[config.mk]
export PLATFORM = sky130hd
export DESIGN_NAME = debug_reset_pin_mux
export DESIGN_NICKNAME = d
export VERILOG_FILES = /design/src/hdl/pin_mux_pkg.sv /design/src/hdl/debug_reset_pin_mux.sv
export VERILOG_INCLUDE_DIRS = /design/src /design/src/hdl
export SDC_FILE = /design/constraint.sdc
export NUM_CORES = 1
export LEC_CHECK = 0
export BUFFER_PORTS_ARGS = -buffer_cell sky130_fd_sc_hd__buf_2
export CORE_ASPECT_RATIO = 1.25
export CORE_MARGIN = 2
export CORE_UTILIZATION = 44
export CTS_BUF_LIST = sky130_fd_sc_hd__clkbuf_4
export DETAILED_ROUTE_END_ITERATION = 8
export GPL_TIMING_DRIVEN = 0
export HOLD_SLACK_MARGIN = 0.08
export PLACE_DENSITY = 0.85
export SYNTH_ARGS = -nofsm -noshare
export SYNTH_HDL_FRONTEND = slang
export SYNTH_SLANG_ARGS = --single-unit
export TNS_END_PERCENT = 5
[constraint.sdc]
create_clock -name pclk -period 1.9 [get_ports pclk]
set_clock_uncertainty 0.2 [all_clocks]
set_input_delay 0.38 -clock pclk [delete_from_list [all_inputs] [get_ports pclk]]
set_output_delay 0.38 -clock pclk [all_outputs]
set_load 0.05 [all_outputs]
[src/hdl/pin_mux_cfg.svh]
// pin mux constants: register offsets, field positions, reset values, timing
// assumes inclusion by bare name from the design file
`ifndef PIN_MUX_CFG_SVH
`define PIN_MUX_CFG_SVH

`define RST_CFG_ADDR 12'h000
`define PULLUP_ADDR 12'h004
`define STATUS_ADDR 12'h008
`define RST_CFG_GPIO_RST_BIT 5
`define RST_CFG_GPIO_DBG_BIT 6
`define PULLUP_CLK_BIT 13
`define PULLUP_DAT_BIT 0
`define RST_CFG_RESET 32'h0000_0000
`define PULLUP_RESET 32'h0000_0000
`define ST_WINDOW_BIT 0
`define ST_DBG_GPIO_BIT 1
`define ST_RST_GPIO_BIT 2
`define ST_PAD_LVL_BIT 3
`define ST_CPU_RUN_BIT 4
`define FORCE_DBG_MS 30
`define LRC_HZ 64000
`define LRC_TICKS ((`FORCE_DBG_MS * `LRC_HZ + 999) / 1000)

`endif

[src/hdl/pin_mux_pkg.sv]
// pin mux types shared by the design
// assumes the cfg header holds all numeric constants
package pin_mux_pkg;
	typedef enum logic [1:0] {
		WIN_HOLD = 2'b00,
		WIN_OPEN = 2'b01
	} window_state_t;
endpackage

[src/hdl/debug_reset_pin_mux.sv]
// debug and reset pad multiplexer with apb register access
// assumes apb on pclk, slow rc clock tick arrives synchronous to pclk
`include "pin_mux_cfg.svh"

module debug_reset_pin_mux #(
	parameter int unsigned FORCE_TICKS = `LRC_TICKS
) (
	input wire logic pclk,
	input wire logic presetn,
	input wire logic psel,
	input wire logic penable,
	input wire logic pwrite,
	input wire logic [11:0] paddr,
	input wire logic [31:0] pwdata,
	output logic [31:0] prdata,
	output logic pready,
	output logic pslverr,
	input wire logic low_speed_rc_oscillator,
	input wire logic dbg_clk_pad_in,
	input wire logic dbg_dat_pad_in,
	input wire logic dbg_dat_drive,
	input wire logic dbg_dat_out,
	input wire logic external_reset_pad_in,
	input wire logic port_two_bit_thirteen_out,
	input wire logic port_two_bit_thirteen_oe,
	input wire logic port_two_bit_zero_out,
	input wire logic port_two_bit_zero_oe,
	input wire logic port_zero_bit_two_out,
	input wire logic port_zero_bit_two_oe,
	output logic dbg_clk_pad_out,
	output logic dbg_clk_pad_oe,
	output logic dbg_clk_pad_pullup,
	output logic dbg_dat_pad_out,
	output logic dbg_dat_pad_oe,
	output logic dbg_dat_pad_pullup,
	output logic reset_pad_out,
	output logic reset_pad_oe,
	output logic port_two_bit_thirteen_in,
	output logic port_two_bit_zero_in,
	output logic port_zero_bit_two_in,
	output logic dbg_swclk,
	output logic dbg_swdio_in,
	output logic dbg_access_en,
	output logic ext_reset_req,
	output logic cpu_run
);

	logic [31:0] rst_cfg_q;
	logic [31:0] pullup_q;
	logic [31:0] status_d;
	logic [31:0] rdata_d;
	logic lrc_q;
	logic lrc_tick;
	logic [$clog2(FORCE_TICKS+1)-1:0] tick_cnt_q;
	pin_mux_pkg::window_state_t win_q;
	logic dbg_gpio;
	logic rst_gpio;
	logic wr_en;
	logic acc;

	assign acc = psel && penable;
	assign wr_en = acc && pwrite;

	// ------------------------------------------------------------
	// forced debug window after power-on
	// ------------------------------------------------------------
	// edge of the slow clock, taken as synchronous to pclk
	always_ff @(posedge pclk or negedge presetn) begin
		if (!presetn) begin
			// reset high: a slow clock already high at release must not count as a tick
			lrc_q <= 1'b1;
		end else begin
			lrc_q <= low_speed_rc_oscillator;
		end
	end
	assign lrc_tick = low_speed_rc_oscillator && !lrc_q;

	always_ff @(posedge pclk or negedge presetn) begin
		if (!presetn) begin
			tick_cnt_q <= '0;
			win_q <= pin_mux_pkg::WIN_HOLD;
		end else if (win_q == pin_mux_pkg::WIN_HOLD && lrc_tick) begin
			if (tick_cnt_q == FORCE_TICKS[$bits(tick_cnt_q)-1:0] - 1'b1) begin
				win_q <= pin_mux_pkg::WIN_OPEN;
			end
			tick_cnt_q <= tick_cnt_q + 1'b1;
		end
	end

	// enables kept in register; debug enable gated only by the window, reset enable not gated
	assign dbg_gpio = rst_cfg_q[`RST_CFG_GPIO_DBG_BIT] && (win_q == pin_mux_pkg::WIN_OPEN);
	assign rst_gpio = rst_cfg_q[`RST_CFG_GPIO_RST_BIT];

	// ------------------------------------------------------------
	// apb registers
	// ------------------------------------------------------------
	// reset value keeps debug function
	always_ff @(posedge pclk or negedge presetn) begin
		if (!presetn) begin
			rst_cfg_q <= `RST_CFG_RESET;
			pullup_q <= `PULLUP_RESET;
		end else if (wr_en) begin
			if (paddr == `RST_CFG_ADDR) begin
				rst_cfg_q <= pwdata & ((32'h1 << `RST_CFG_GPIO_DBG_BIT) | (32'h1 << `RST_CFG_GPIO_RST_BIT));
			end
			if (paddr == `PULLUP_ADDR) begin
				pullup_q <= pwdata & ((32'h1 << `PULLUP_CLK_BIT) | (32'h1 << `PULLUP_DAT_BIT));
			end
		end
	end

	always_comb begin
		status_d = '0;
		status_d[`ST_WINDOW_BIT] = (win_q == pin_mux_pkg::WIN_HOLD);
		status_d[`ST_DBG_GPIO_BIT] = dbg_gpio;
		status_d[`ST_RST_GPIO_BIT] = rst_gpio;
		status_d[`ST_PAD_LVL_BIT] = external_reset_pad_in;
		status_d[`ST_CPU_RUN_BIT] = cpu_run;
	end

	always_comb begin
		case (paddr)
			`RST_CFG_ADDR: rdata_d = rst_cfg_q;
			`PULLUP_ADDR: rdata_d = pullup_q;
			`STATUS_ADDR: rdata_d = status_d;
			default: rdata_d = '0;
		endcase
	end

	// zero-wait slave: pready rises in the setup cycle's following edge
	always_ff @(posedge pclk or negedge presetn) begin
		if (!presetn) begin
			prdata <= '0;
			pready <= 1'b0;
			pslverr <= 1'b0;
		end else begin
			pready <= psel && !penable;
			prdata <= (psel && !penable && !pwrite) ? rdata_d : '0;
			pslverr <= psel && !penable && paddr != `RST_CFG_ADDR && paddr != `PULLUP_ADDR
				&& paddr != `STATUS_ADDR;
		end
	end

	// ------------------------------------------------------------
	// pad multiplexing
	// ------------------------------------------------------------
	always_ff @(posedge pclk or negedge presetn) begin
		if (!presetn) begin
			dbg_clk_pad_out <= 1'b0;
			dbg_clk_pad_oe <= 1'b0;
			dbg_clk_pad_pullup <= 1'b1;
			dbg_dat_pad_out <= 1'b0;
			dbg_dat_pad_oe <= 1'b0;
			dbg_dat_pad_pullup <= 1'b1;
			port_two_bit_thirteen_in <= 1'b0;
			port_two_bit_zero_in <= 1'b0;
			dbg_swclk <= 1'b0;
			dbg_swdio_in <= 1'b1;
			dbg_access_en <= 1'b1;
		end else if (dbg_gpio) begin
			// pads become port two bits 13 and 0
			dbg_clk_pad_out <= port_two_bit_thirteen_out;
			dbg_clk_pad_oe <= port_two_bit_thirteen_oe;
			dbg_dat_pad_out <= port_two_bit_zero_out;
			dbg_dat_pad_oe <= port_two_bit_zero_oe;
			port_two_bit_thirteen_in <= dbg_clk_pad_in;
			port_two_bit_zero_in <= dbg_dat_pad_in;
			dbg_clk_pad_pullup <= pullup_q[`PULLUP_CLK_BIT];
			dbg_dat_pad_pullup <= pullup_q[`PULLUP_DAT_BIT];
			dbg_swclk <= 1'b0;
			dbg_swdio_in <= 1'b1;
			dbg_access_en <= 1'b0;
		end else begin
			// clock pad never driven; data pad driven only on turnaround
			dbg_clk_pad_out <= 1'b0;
			dbg_clk_pad_oe <= 1'b0;
			dbg_dat_pad_out <= dbg_dat_out;
			dbg_dat_pad_oe <= dbg_dat_drive;
			dbg_clk_pad_pullup <= 1'b1;
			dbg_dat_pad_pullup <= 1'b1;
			port_two_bit_thirteen_in <= 1'b0;
			port_two_bit_zero_in <= 1'b0;
			dbg_swclk <= dbg_clk_pad_in;
			dbg_swdio_in <= dbg_dat_pad_in;
			// reset pad setting has no say here
			dbg_access_en <= 1'b1;
		end
	end

	always_ff @(posedge pclk or negedge presetn) begin
		if (!presetn) begin
			reset_pad_out <= 1'b0;
			reset_pad_oe <= 1'b0;
			port_zero_bit_two_in <= 1'b0;
			ext_reset_req <= 1'b0;
			cpu_run <= 1'b0;
		end else if (rst_gpio) begin
			// pad is plain gpio, no reset source
			reset_pad_out <= port_zero_bit_two_out;
			reset_pad_oe <= port_zero_bit_two_oe;
			port_zero_bit_two_in <= external_reset_pad_in;
			ext_reset_req <= 1'b0;
			cpu_run <= 1'b1;
		end else begin
			reset_pad_out <= 1'b0;
			reset_pad_oe <= 1'b0;
			port_zero_bit_two_in <= 1'b0;
			ext_reset_req <= !external_reset_pad_in;
			cpu_run <= external_reset_pad_in;
		end
	end

	// ------------------------------------------------------------
	// checks
	// ------------------------------------------------------------
	clk_input_only_a: assert property (@(posedge pclk) disable iff (!presetn)
		!dbg_gpio |=> !dbg_clk_pad_oe)
		else $error("debug clock pad driven in debug function");

	pad_follow_a: assert property (@(posedge pclk) disable iff (!presetn)
		dbg_gpio && $stable(dbg_gpio) |=> dbg_clk_pad_oe == $past(port_two_bit_thirteen_oe))
		else $error("clock pad not following port two bit 13");

	cfg_gate_a: assert property (@(posedge pclk) disable iff (!presetn)
		!rst_cfg_q[`RST_CFG_GPIO_DBG_BIT] |=> dbg_access_en)
		else $error("debug access lost without enable");

	pullup_forced_a: assert property (@(posedge pclk) disable iff (!presetn)
		!dbg_gpio |=> dbg_clk_pad_pullup && dbg_dat_pad_pullup)
		else $error("pull-up off in debug function");

	window_hold_a: assert property (@(posedge pclk) disable iff (!presetn)
		win_q == pin_mux_pkg::WIN_HOLD |=> dbg_access_en)
		else $error("gpio took over during forced window");

	gpio_blocks_a: assert property (@(posedge pclk) disable iff (!presetn)
		dbg_gpio |=> !dbg_access_en && !dbg_swclk)
		else $error("debug reachable while pads are gpio");

	reset_default_a: assert property (@(posedge pclk) disable iff (!presetn)
		!rst_gpio && !external_reset_pad_in |=> ext_reset_req && !cpu_run)
		else $error("reset pad low did not hold reset");

	reset_ignored_a: assert property (@(posedge pclk) disable iff (!presetn)
		rst_gpio |=> !ext_reset_req)
		else $error("gpio reset pad still resets");

	late_enable_a: assert property (@(posedge pclk) disable iff (!presetn)
		rst_cfg_q[`RST_CFG_GPIO_DBG_BIT] && $rose(win_q == pin_mux_pkg::WIN_OPEN) |=> !dbg_access_en)
		else $error("retained enable not applied after window");

	dat_turn_a: assert property (@(posedge pclk) disable iff (!presetn)
		!dbg_gpio |=> dbg_dat_pad_oe == $past(dbg_dat_drive))
		else $error("data pad drive not following debug turnaround");

	dat_follow_a: assert property (@(posedge pclk) disable iff (!presetn)
		dbg_gpio |=> dbg_dat_pad_oe == $past(port_two_bit_zero_oe) && port_two_bit_zero_in == $past(dbg_dat_pad_in))
		else $error("data pad not following port two bit 0");

	gpio_pullup_a: assert property (@(posedge pclk) disable iff (!presetn)
		dbg_gpio |=> dbg_clk_pad_pullup == $past(pullup_q[`PULLUP_CLK_BIT])
			&& dbg_dat_pad_pullup == $past(pullup_q[`PULLUP_DAT_BIT]))
		else $error("gpio pull-up not taken from enable bits");

	window_count_a: assert property (@(posedge pclk) disable iff (!presetn)
		win_q == pin_mux_pkg::WIN_OPEN |-> tick_cnt_q == FORCE_TICKS[$bits(tick_cnt_q)-1:0])
		else $error("forced window ended before its tick count");

	reset_gpio_a: assert property (@(posedge pclk) disable iff (!presetn)
		rst_gpio |=> port_zero_bit_two_in == $past(external_reset_pad_in) && reset_pad_oe == $past(port_zero_bit_two_oe))
		else $error("reset pad not acting as gpio");

	reset_wait_a: assert property (@(posedge pclk) disable iff (!presetn)
		!rst_gpio && external_reset_pad_in |=> cpu_run && !ext_reset_req)
		else $error("execution held after reset pad release");

	debug_kept_a: assert property (@(posedge pclk) disable iff (!presetn)
		rst_gpio && !dbg_gpio |=> dbg_access_en)
		else $error("reset pad gpio blocked debug access");

	cfg_write_a: assert property (@(posedge pclk) disable iff (!presetn)
		psel && penable && pwrite && paddr == `RST_CFG_ADDR |=> rst_cfg_q[`RST_CFG_GPIO_DBG_BIT]
			== $past(pwdata[`RST_CFG_GPIO_DBG_BIT]))
		else $error("debug reassignment enable not written");

	ready_pulse_a: assert property (@(posedge pclk) disable iff (!presetn)
		pready |=> !pready)
		else $error("pready held beyond one cycle");

endmodule // debug_reset_pin_mux

==> results of run 1 <==
[cell usage in the layout (no fill, tap or decap)]
master,synthesis,layout
buf_2,0,57
dfrtp_1,38,38
buf_4,24,24
conb_1,1,24
dlygate4sd3_1,0,18
nand4_1,9,9
mux2_2,7,7
xnor2_1,7,7
nor2_1,6,6
nand2_1,6,6
and3_1,6,5
clkbuf_4,0,5
dfstp_2,5,5
nor3_1,4,4
and2_1,4,4
nor4_1,3,3
inv_1,3,3
or2_2,3,3
xor2_1,3,3
clkbuf_1,3,2
nand3_1,2,2
nand2b_1,2,2
nor4b_2,1,2
a21oi_1,2,2
or3_1,1,1
buf_6,1,1
nor4b_4,1,1
clkbuf_2,0,1
nor4_2,1,1
nor2b_1,1,1
nor3b_4,0,1
and3_4,0,1
nor3b_1,1,1
a21o_1,1,1
ha_1,1,1
clkinv_1,0,1
clkinv_4,0,1
clkinvlp_4,0,1
[through the flow]
step,power [mW],cell area [µm²],instances,setup WS (ps)
floorplan,1.35,1920,172,22.1
global placement,1.43,2270,285,-271
detailed placement,1.44,2270,285,-300
CTS,1.91,2520,311,34.3
global route,1.99,2530,311,26.4
finish,1.90,2530,311,106
[layer usage]
| layer | track usage [%] | vias up | wire length [µm] |
|---|---|---|---|
| li1 | - | 663 | - |
| met1 | 17.2 | 650 | 1300 |
| met2 | 28.0 | 63 | 1990 |
| met3 | 4.92 | 10 | 275 |
| met4 | 6.38 | 0 | 78 |
| met5 | 0 | - | 0 |
[state kept, by name, indices dropped and copies added, names as in the netlist, 2 cells and up]
signal and cells:
tick_cnt_q 11, prdata 8, rst_cfg_q 2, pullup_q 2
[layout make-up]
cell class / count / area (µm²) / area share [%]
Inverter: 3 / 11.3 / 0.445
Buffer: 28 / 204 / 8.06
Timing Repair Buffer: 75 / 465 / 18.4
Clock buffer: 5 / 37.5 / 1.48
Tap cell: 56 / 70.1 / 2.77
Multi-Input combinational cell: 98 / 641 / 25.3
Sequential cell: 43 / 1080 / 42.8
Clock inverter: 3 / 20.0 / 0.791
[cells by family after synthesis]
group	after synthesis	share of synthesized area (%)
AND/OR/NAND/NOR	53	18.4
flip-flops	43	59.0
buffers and inverters	31	11.7
XOR/XNOR	10	4.78
multiplexers	7	4.30
AO/OA/AOI/OAI	3	0.956
adder cells (fa/ha/maj)	1	0.682
other	1	0.205
[worst max-delay path, cell delays in order (launching register included)]
cell	delay, ps
dfrtp_1	370
clkbuf_2	180
nor3b_4	400
and3_4	280
nand4_1	120
xnor2_1	150
[power by group through the flow]
stage | Sequential, mW | Clock, mW | Combinational (mW)
3_3_place_gp | 1.08 | 0 | 0.355
6_report | 1.07 | 0.433 | 0.395
2_1_floorplan | 1.10 | 0 | 0.252
3_5_place_dp | 1.08 | 0 | 0.364
4_1_cts | 1.07 | 0.446 | 0.394
5_1_grt | 1.08 | 0.480 | 0.428
[final timing paths]
kind / startpoint / slack [ps] / cells past startpoint / endpoint
max: win_q[0]$_DFFE_PN0P_ / 110 / 5 / tick_cnt_q[7]$_DFFE_PN0P_
min: penable / 110 / 3 / pready$_DFF_PN0_
max reg2reg: win_q[0]$_DFFE_PN0P_ / 110 / 5 / tick_cnt_q[7]$_DFFE_PN0P_
min reg2reg: tick_cnt_q[4]$_DFFE_PN0P_ / 280 / 1 / tick_cnt_q[4]$_DFFE_PN0P_
max in group asynchronous: presetn / 460 / 2 / tick_cnt_q[4]$_DFFE_PN0P_
min in group asynchronous: presetn / 480 / 2 / tick_cnt_q[1]$_DFFE_PN0P_
[repair_timing]
item,CTS,global route
gates resized for setup,1,4
pin swaps,0,1
hold buffers,18,0
setup endpoints to repair,2,6
endpoints found under the hold margin,56,0
==> results.py, run 1 <==
metrics = {
    "floorplan": {
        "die_width_um": 61.7,
        "die_h_um": 76.2,
        "fp.coreArea_mm2": 0.00403,
        "start_util_pct": 45.4,
        "dieArea_mm2": 0.00470,
        "io_pins": 111,
        "num_rows": 26,
    },
    "yosys": {
        "synth_top_flop_cell": "dfrtp_1",
        "synth_area_leaders": "dfrtp_1, buf_4, dfstp_2, mux2_2, xnor2_1",
        "yosysTopAreaCell": "dfrtp_1",
        "synth_edf_count": 0,
        "syn_inst": 149,
        "ys_async_sr_fraction_pct": 100,
        "synthTopCellsByCount": "dfrtp_1, buf_4, nand4_1",
        "ys_types": 31,
        "synth-seq-cells": 43,
        "synth_top_area_share_pct": 51.9,
        "synthesis.area_mm2": 0.00183,
        "syn_avg_cell_area_um2": 12.3,
        "ys_warn_count": 0,
        "synth.most_common_cell": "dfrtp_1",
        "ys_seq_area_share_pct": 59.0,
    },
    "worst_setup_path": {
        "cp-start-kind": "flip-flop",
        "path_max_fanout": 9,
        "crit_path_end_kind": "flip-flop",
        "critPathKind": "flip-flop to flip-flop",
        "crit_required_ps": 1940,
        "arrival_ps": 1830,
    },
    "sta": {
        "relSlewSlack_pct": 40.7,
        "fin_crit_ps": 1790,
        "tightest_slew_ps": 890,
        "fmax_mhz": 557,
        "finalHoldViolCount": 0,
        "finalSetupViolCount": 0,
        "slew_viol_final": 0,
        "rsz0062_at_grt": "no",
        "holdWs_ps": 111,
        "period_share_pct": 94.4,
        "tns_ps": 0,
    },
    "route": {
        "antenna_left": 0,
        "wl_mm": 3.64,
        "firstDrtPassIters": 4,
        "via_per_inst": 4.46,
        "drt-initial-drc-count": 25,
        "vias": 1386,
        "drt-wirelength-per-cell_um": 11.7,
        "drcViolationCount": 0,
    },
    "cells_and_area": {
        "nNetsFinal": 316,
        "fin_util_pct": 62.7,
        "antenna_cells": 0,
        "drive_gt1_share_pct": 43.5,
        "n_fill_cell": 328,
        "synthToLayoutAreaGrowth_pct": 38.1,
    },
    "power": {
        "powerDensity_mw_per_mm2": 750,
        "max-vdd-ir-drop_v": 0.000424,
        "power.switching_mw": 0.612,
        "netSwitchingFraction_pct": 32.2,
        "leakagePower_nw": 1.34,
        "internal-power_mw": 1.29,
        "clkPwrFrac_pct": 22.8,
        "comb_power_share_pct": 20.8,
        "p_seq_share_pct": 56.4,
    },
    "global_route": {
        "grt_pass1_vias": 1362,
        "grt_max_degree": 44,
        "grt_pass1_wl_mm": 5.64,
        "grt.total_usage_pct": 16.1,
        "antenna_found_initial": 0,
        "grt_overflow": 0,
    },
    "placed_design": {
        "io_buffers": 57,
        "dp_hpwl_mm": 2.50,
        "finalWeightedCongestion": 0.782,
    },
    "min_path": {
        "hp-class": "primary input to flip-flop",
    },
    "cts": {
        "clock_sinks": 43,
        "h-tree-depth": 2,
        "postCtsSetupBuffers": 0,
        "numCtsBuffers": 5,
        "clk_latency_ps": 350,
        "root_buffer": "clkbuf_4",
        "cts_tree": "yes",
        "cts_buffer_depth": 2,
        "clk_pin_slew_ps": 130,
    },
    "run_status": {
        "status": "complete, no violations",
    },
    "job": {
        "max_cap_violations": 0,
    },
}
Power figures use the tool's default switching activity.
==> inputs of run 2 (changes only) <==
- GPL_TIMING_DRIVEN: 0 -> not set
- SLEW_MARGIN: not set -> 15
==> run 2 against run 1 <==
  * Setup slack lost 64 ps
  * Sequential share of layout area grew 2.8 points
  * Cell count shrank 6.1%
  * Largest cell class unchanged
  * Cell area shrank 6.2%
  * Critical path depth is the same
  * Global-route usage grew 0.82 points
  * Non-clock buffer count shrank 19
  * Critical endpoint is now pullup_q[13]$_DFFE_PN0P_
==> results.py, run 2 (synthesis results as in run 1) <==
metrics = {
    "job": {
        "max_cap_violations": 0,
    },
    "placed_design": {
        "dp_hpwl_mm": 2.64,
        "io_buffers": 58,
        "finalWeightedCongestion": 0.769,
        "placed_area_mm2": 0.00214,
        "dp_cells": 266,
        "dp_slack_ps": -208,
    },
    "route": {
        "drcViolationCount": 0,
        "vias": 1333,
        "via_per_inst": 4.57,
        "drt-initial-drc-count": 44,
        "drt-wirelength-per-cell_um": 12.5,
        "firstDrtPassIters": 4,
        "antenna_left": 0,
        "wl_mm": 3.65,
    },
    "cts": {
        "numCtsBuffers": 5,
        "clock_sinks": 43,
        "h-tree-depth": 2,
        "clk_pin_slew_ps": 120,
        "cts_tree": "yes",
        "cts_buffer_depth": 2,
        "postCtsSetupBuffers": 0,
        "clk_latency_ps": 350,
        "root_buffer": "clkbuf_4",
    },
    "worst_setup_path": {
        "critPathKind": "primary input to flip-flop",
        "path_max_fanout": 7,
        "crit_family": "buffers and inverters",
        "cpMaxStageDelayCell": "dlygate4sd3_1",
        "crit_path_end_kind": "flip-flop",
        "worst_path_largest_cell_delay_ps": 530,
        "worstPathCellList": "dlygate4sd3_1 -> buf_2 -> nor4b_1 -> buf_4 -> mux2_2",
        "arrival_ps": 1910,
        "cp-start-kind": "primary input",
        "crit_required_ps": 1950,
        "critPathBufInv": 3,
    },
    "power": {
        "max-vdd-ir-drop_v": 0.000403,
        "p_total_mw": 1.88,
        "leakagePower_nw": 1.24,
        "powerDensity_mw_per_mm2": 790,
    },
    "cells_and_area": {
        "final_cells": 292,
        "layout_commonest_cell": "buf_2",
        "fin_util_pct": 58.9,
        "antenna_cells": 0,
        "post-route-cell-area_mm2": 0.00237,
        "largest_reg_flops": 11,
        "top_register": "tick_cnt_q",
        "mostFrequentLayoutCells": "buf_2, dfrtp_1, conb_1, dlygate4sd3_1, nand4_1",
        "nNetsFinal": 297,
        "drive_gt1_share_pct": 39.4,
        "synthToLayoutAreaGrowth_pct": 29.6,
        "reg_top3": "tick_cnt_q x11, prdata x8",
    },
    "run_status": {
        "status": "complete, no violations",
    },
    "floorplan": {
        "die_h_um": 76.2,
        "num_rows": 26,
        "fp.coreArea_mm2": 0.00403,
        "start_util_pct": 45.4,
        "die_width_um": 61.7,
        "io_pins": 111,
        "dieArea_mm2": 0.00470,
    },
    "sta": {
        "fin_crit_ps": 1860,
        "fmax_mhz": 538,
        "rsz0062_at_grt": "no",
        "tns_ps": 0,
        "period_share_pct": 97.8,
        "slew_viol_final": 0,
        "holdWs_ps": 88.6,
        "timing.final.ws_setup_ps": 41.1,
        "finalHoldViolCount": 0,
        "finalSetupViolCount": 0,
    },
    "global_route": {
        "grt_max_degree": 24,
        "grt_pass1_vias": 1318,
        "grt_pass1_wl_mm": 5.87,
        "grt_overflow": 0,
        "antenna_found_initial": 0,
        "grt.total_usage_pct": 16.9,
    },
    "min_path": {
        "hp-class": "primary input to flip-flop",
    },
}
## run 2: area by class of cell
class	count	area [µm²]
clock inverter	2	12.5
timing repair buffer	84	531
inverter	3	11.3
sequential	43	1080
multi-input combinational	98	623
clock buffer	6	45.0
tap	56	70.1
fill	362	1660
## run 2: final timing paths
path,start,endpoint,slack (ps),cells after the start
setup / recovery,paddr[3],pullup_q[13]$_DFFE_PN0P_,40,5
hold / removal,port_two_bit_thirteen_out,dbg_clk_pad_out$_DFF_PN0_,90,2
setup reg to reg,win_q[0]$_DFFE_PN0P_,tick_cnt_q[10]$_DFFE_PN0P_,240,5
hold reg to reg,tick_cnt_q[9]$_DFFE_PN0P_,tick_cnt_q[9]$_DFFE_PN0P_,280,1
max in group asynchronous,presetn,tick_cnt_q[7]$_DFFE_PN0P_,650,3
min in group asynchronous,presetn,dbg_clk_pad_oe$_DFF_PN0_,310,2
## run 2: power breakdown
part / internal (mW) / total [mW] / leakage (nW) / switching [mW]
clock: 0.157 / 0.442 / 0.0317 / 0.285
sequential: 0.988 / 1.07 / 0.560 / 0.0822
combinational: 0.130 / 0.364 / 0.648 / 0.235
## run 2: repair_timing
item	in CTS	in global routing
hold endpoints to repair	35	0
resized for setup	0	0
hold buffers	18	0
## run 2: worst reg2reg max path, stage by stage (launching register included)
cell     delay [ps]
dfrtp_1         490
nor3b_2         240
buf_4           190
nand4_1         130
nor2_1          150
xor2_1          180
## run 2: layer usage
| metal | share of wire (%) | global-route usage, % |
|---|---|---|
| met1 | 36 | 19.3 |
| met2 | 54 | 28.0 |
| met3 | 7.2 | 5.94 |
| met4 | 2.2 | 6.38 |
| met5 | 0 | 0 |
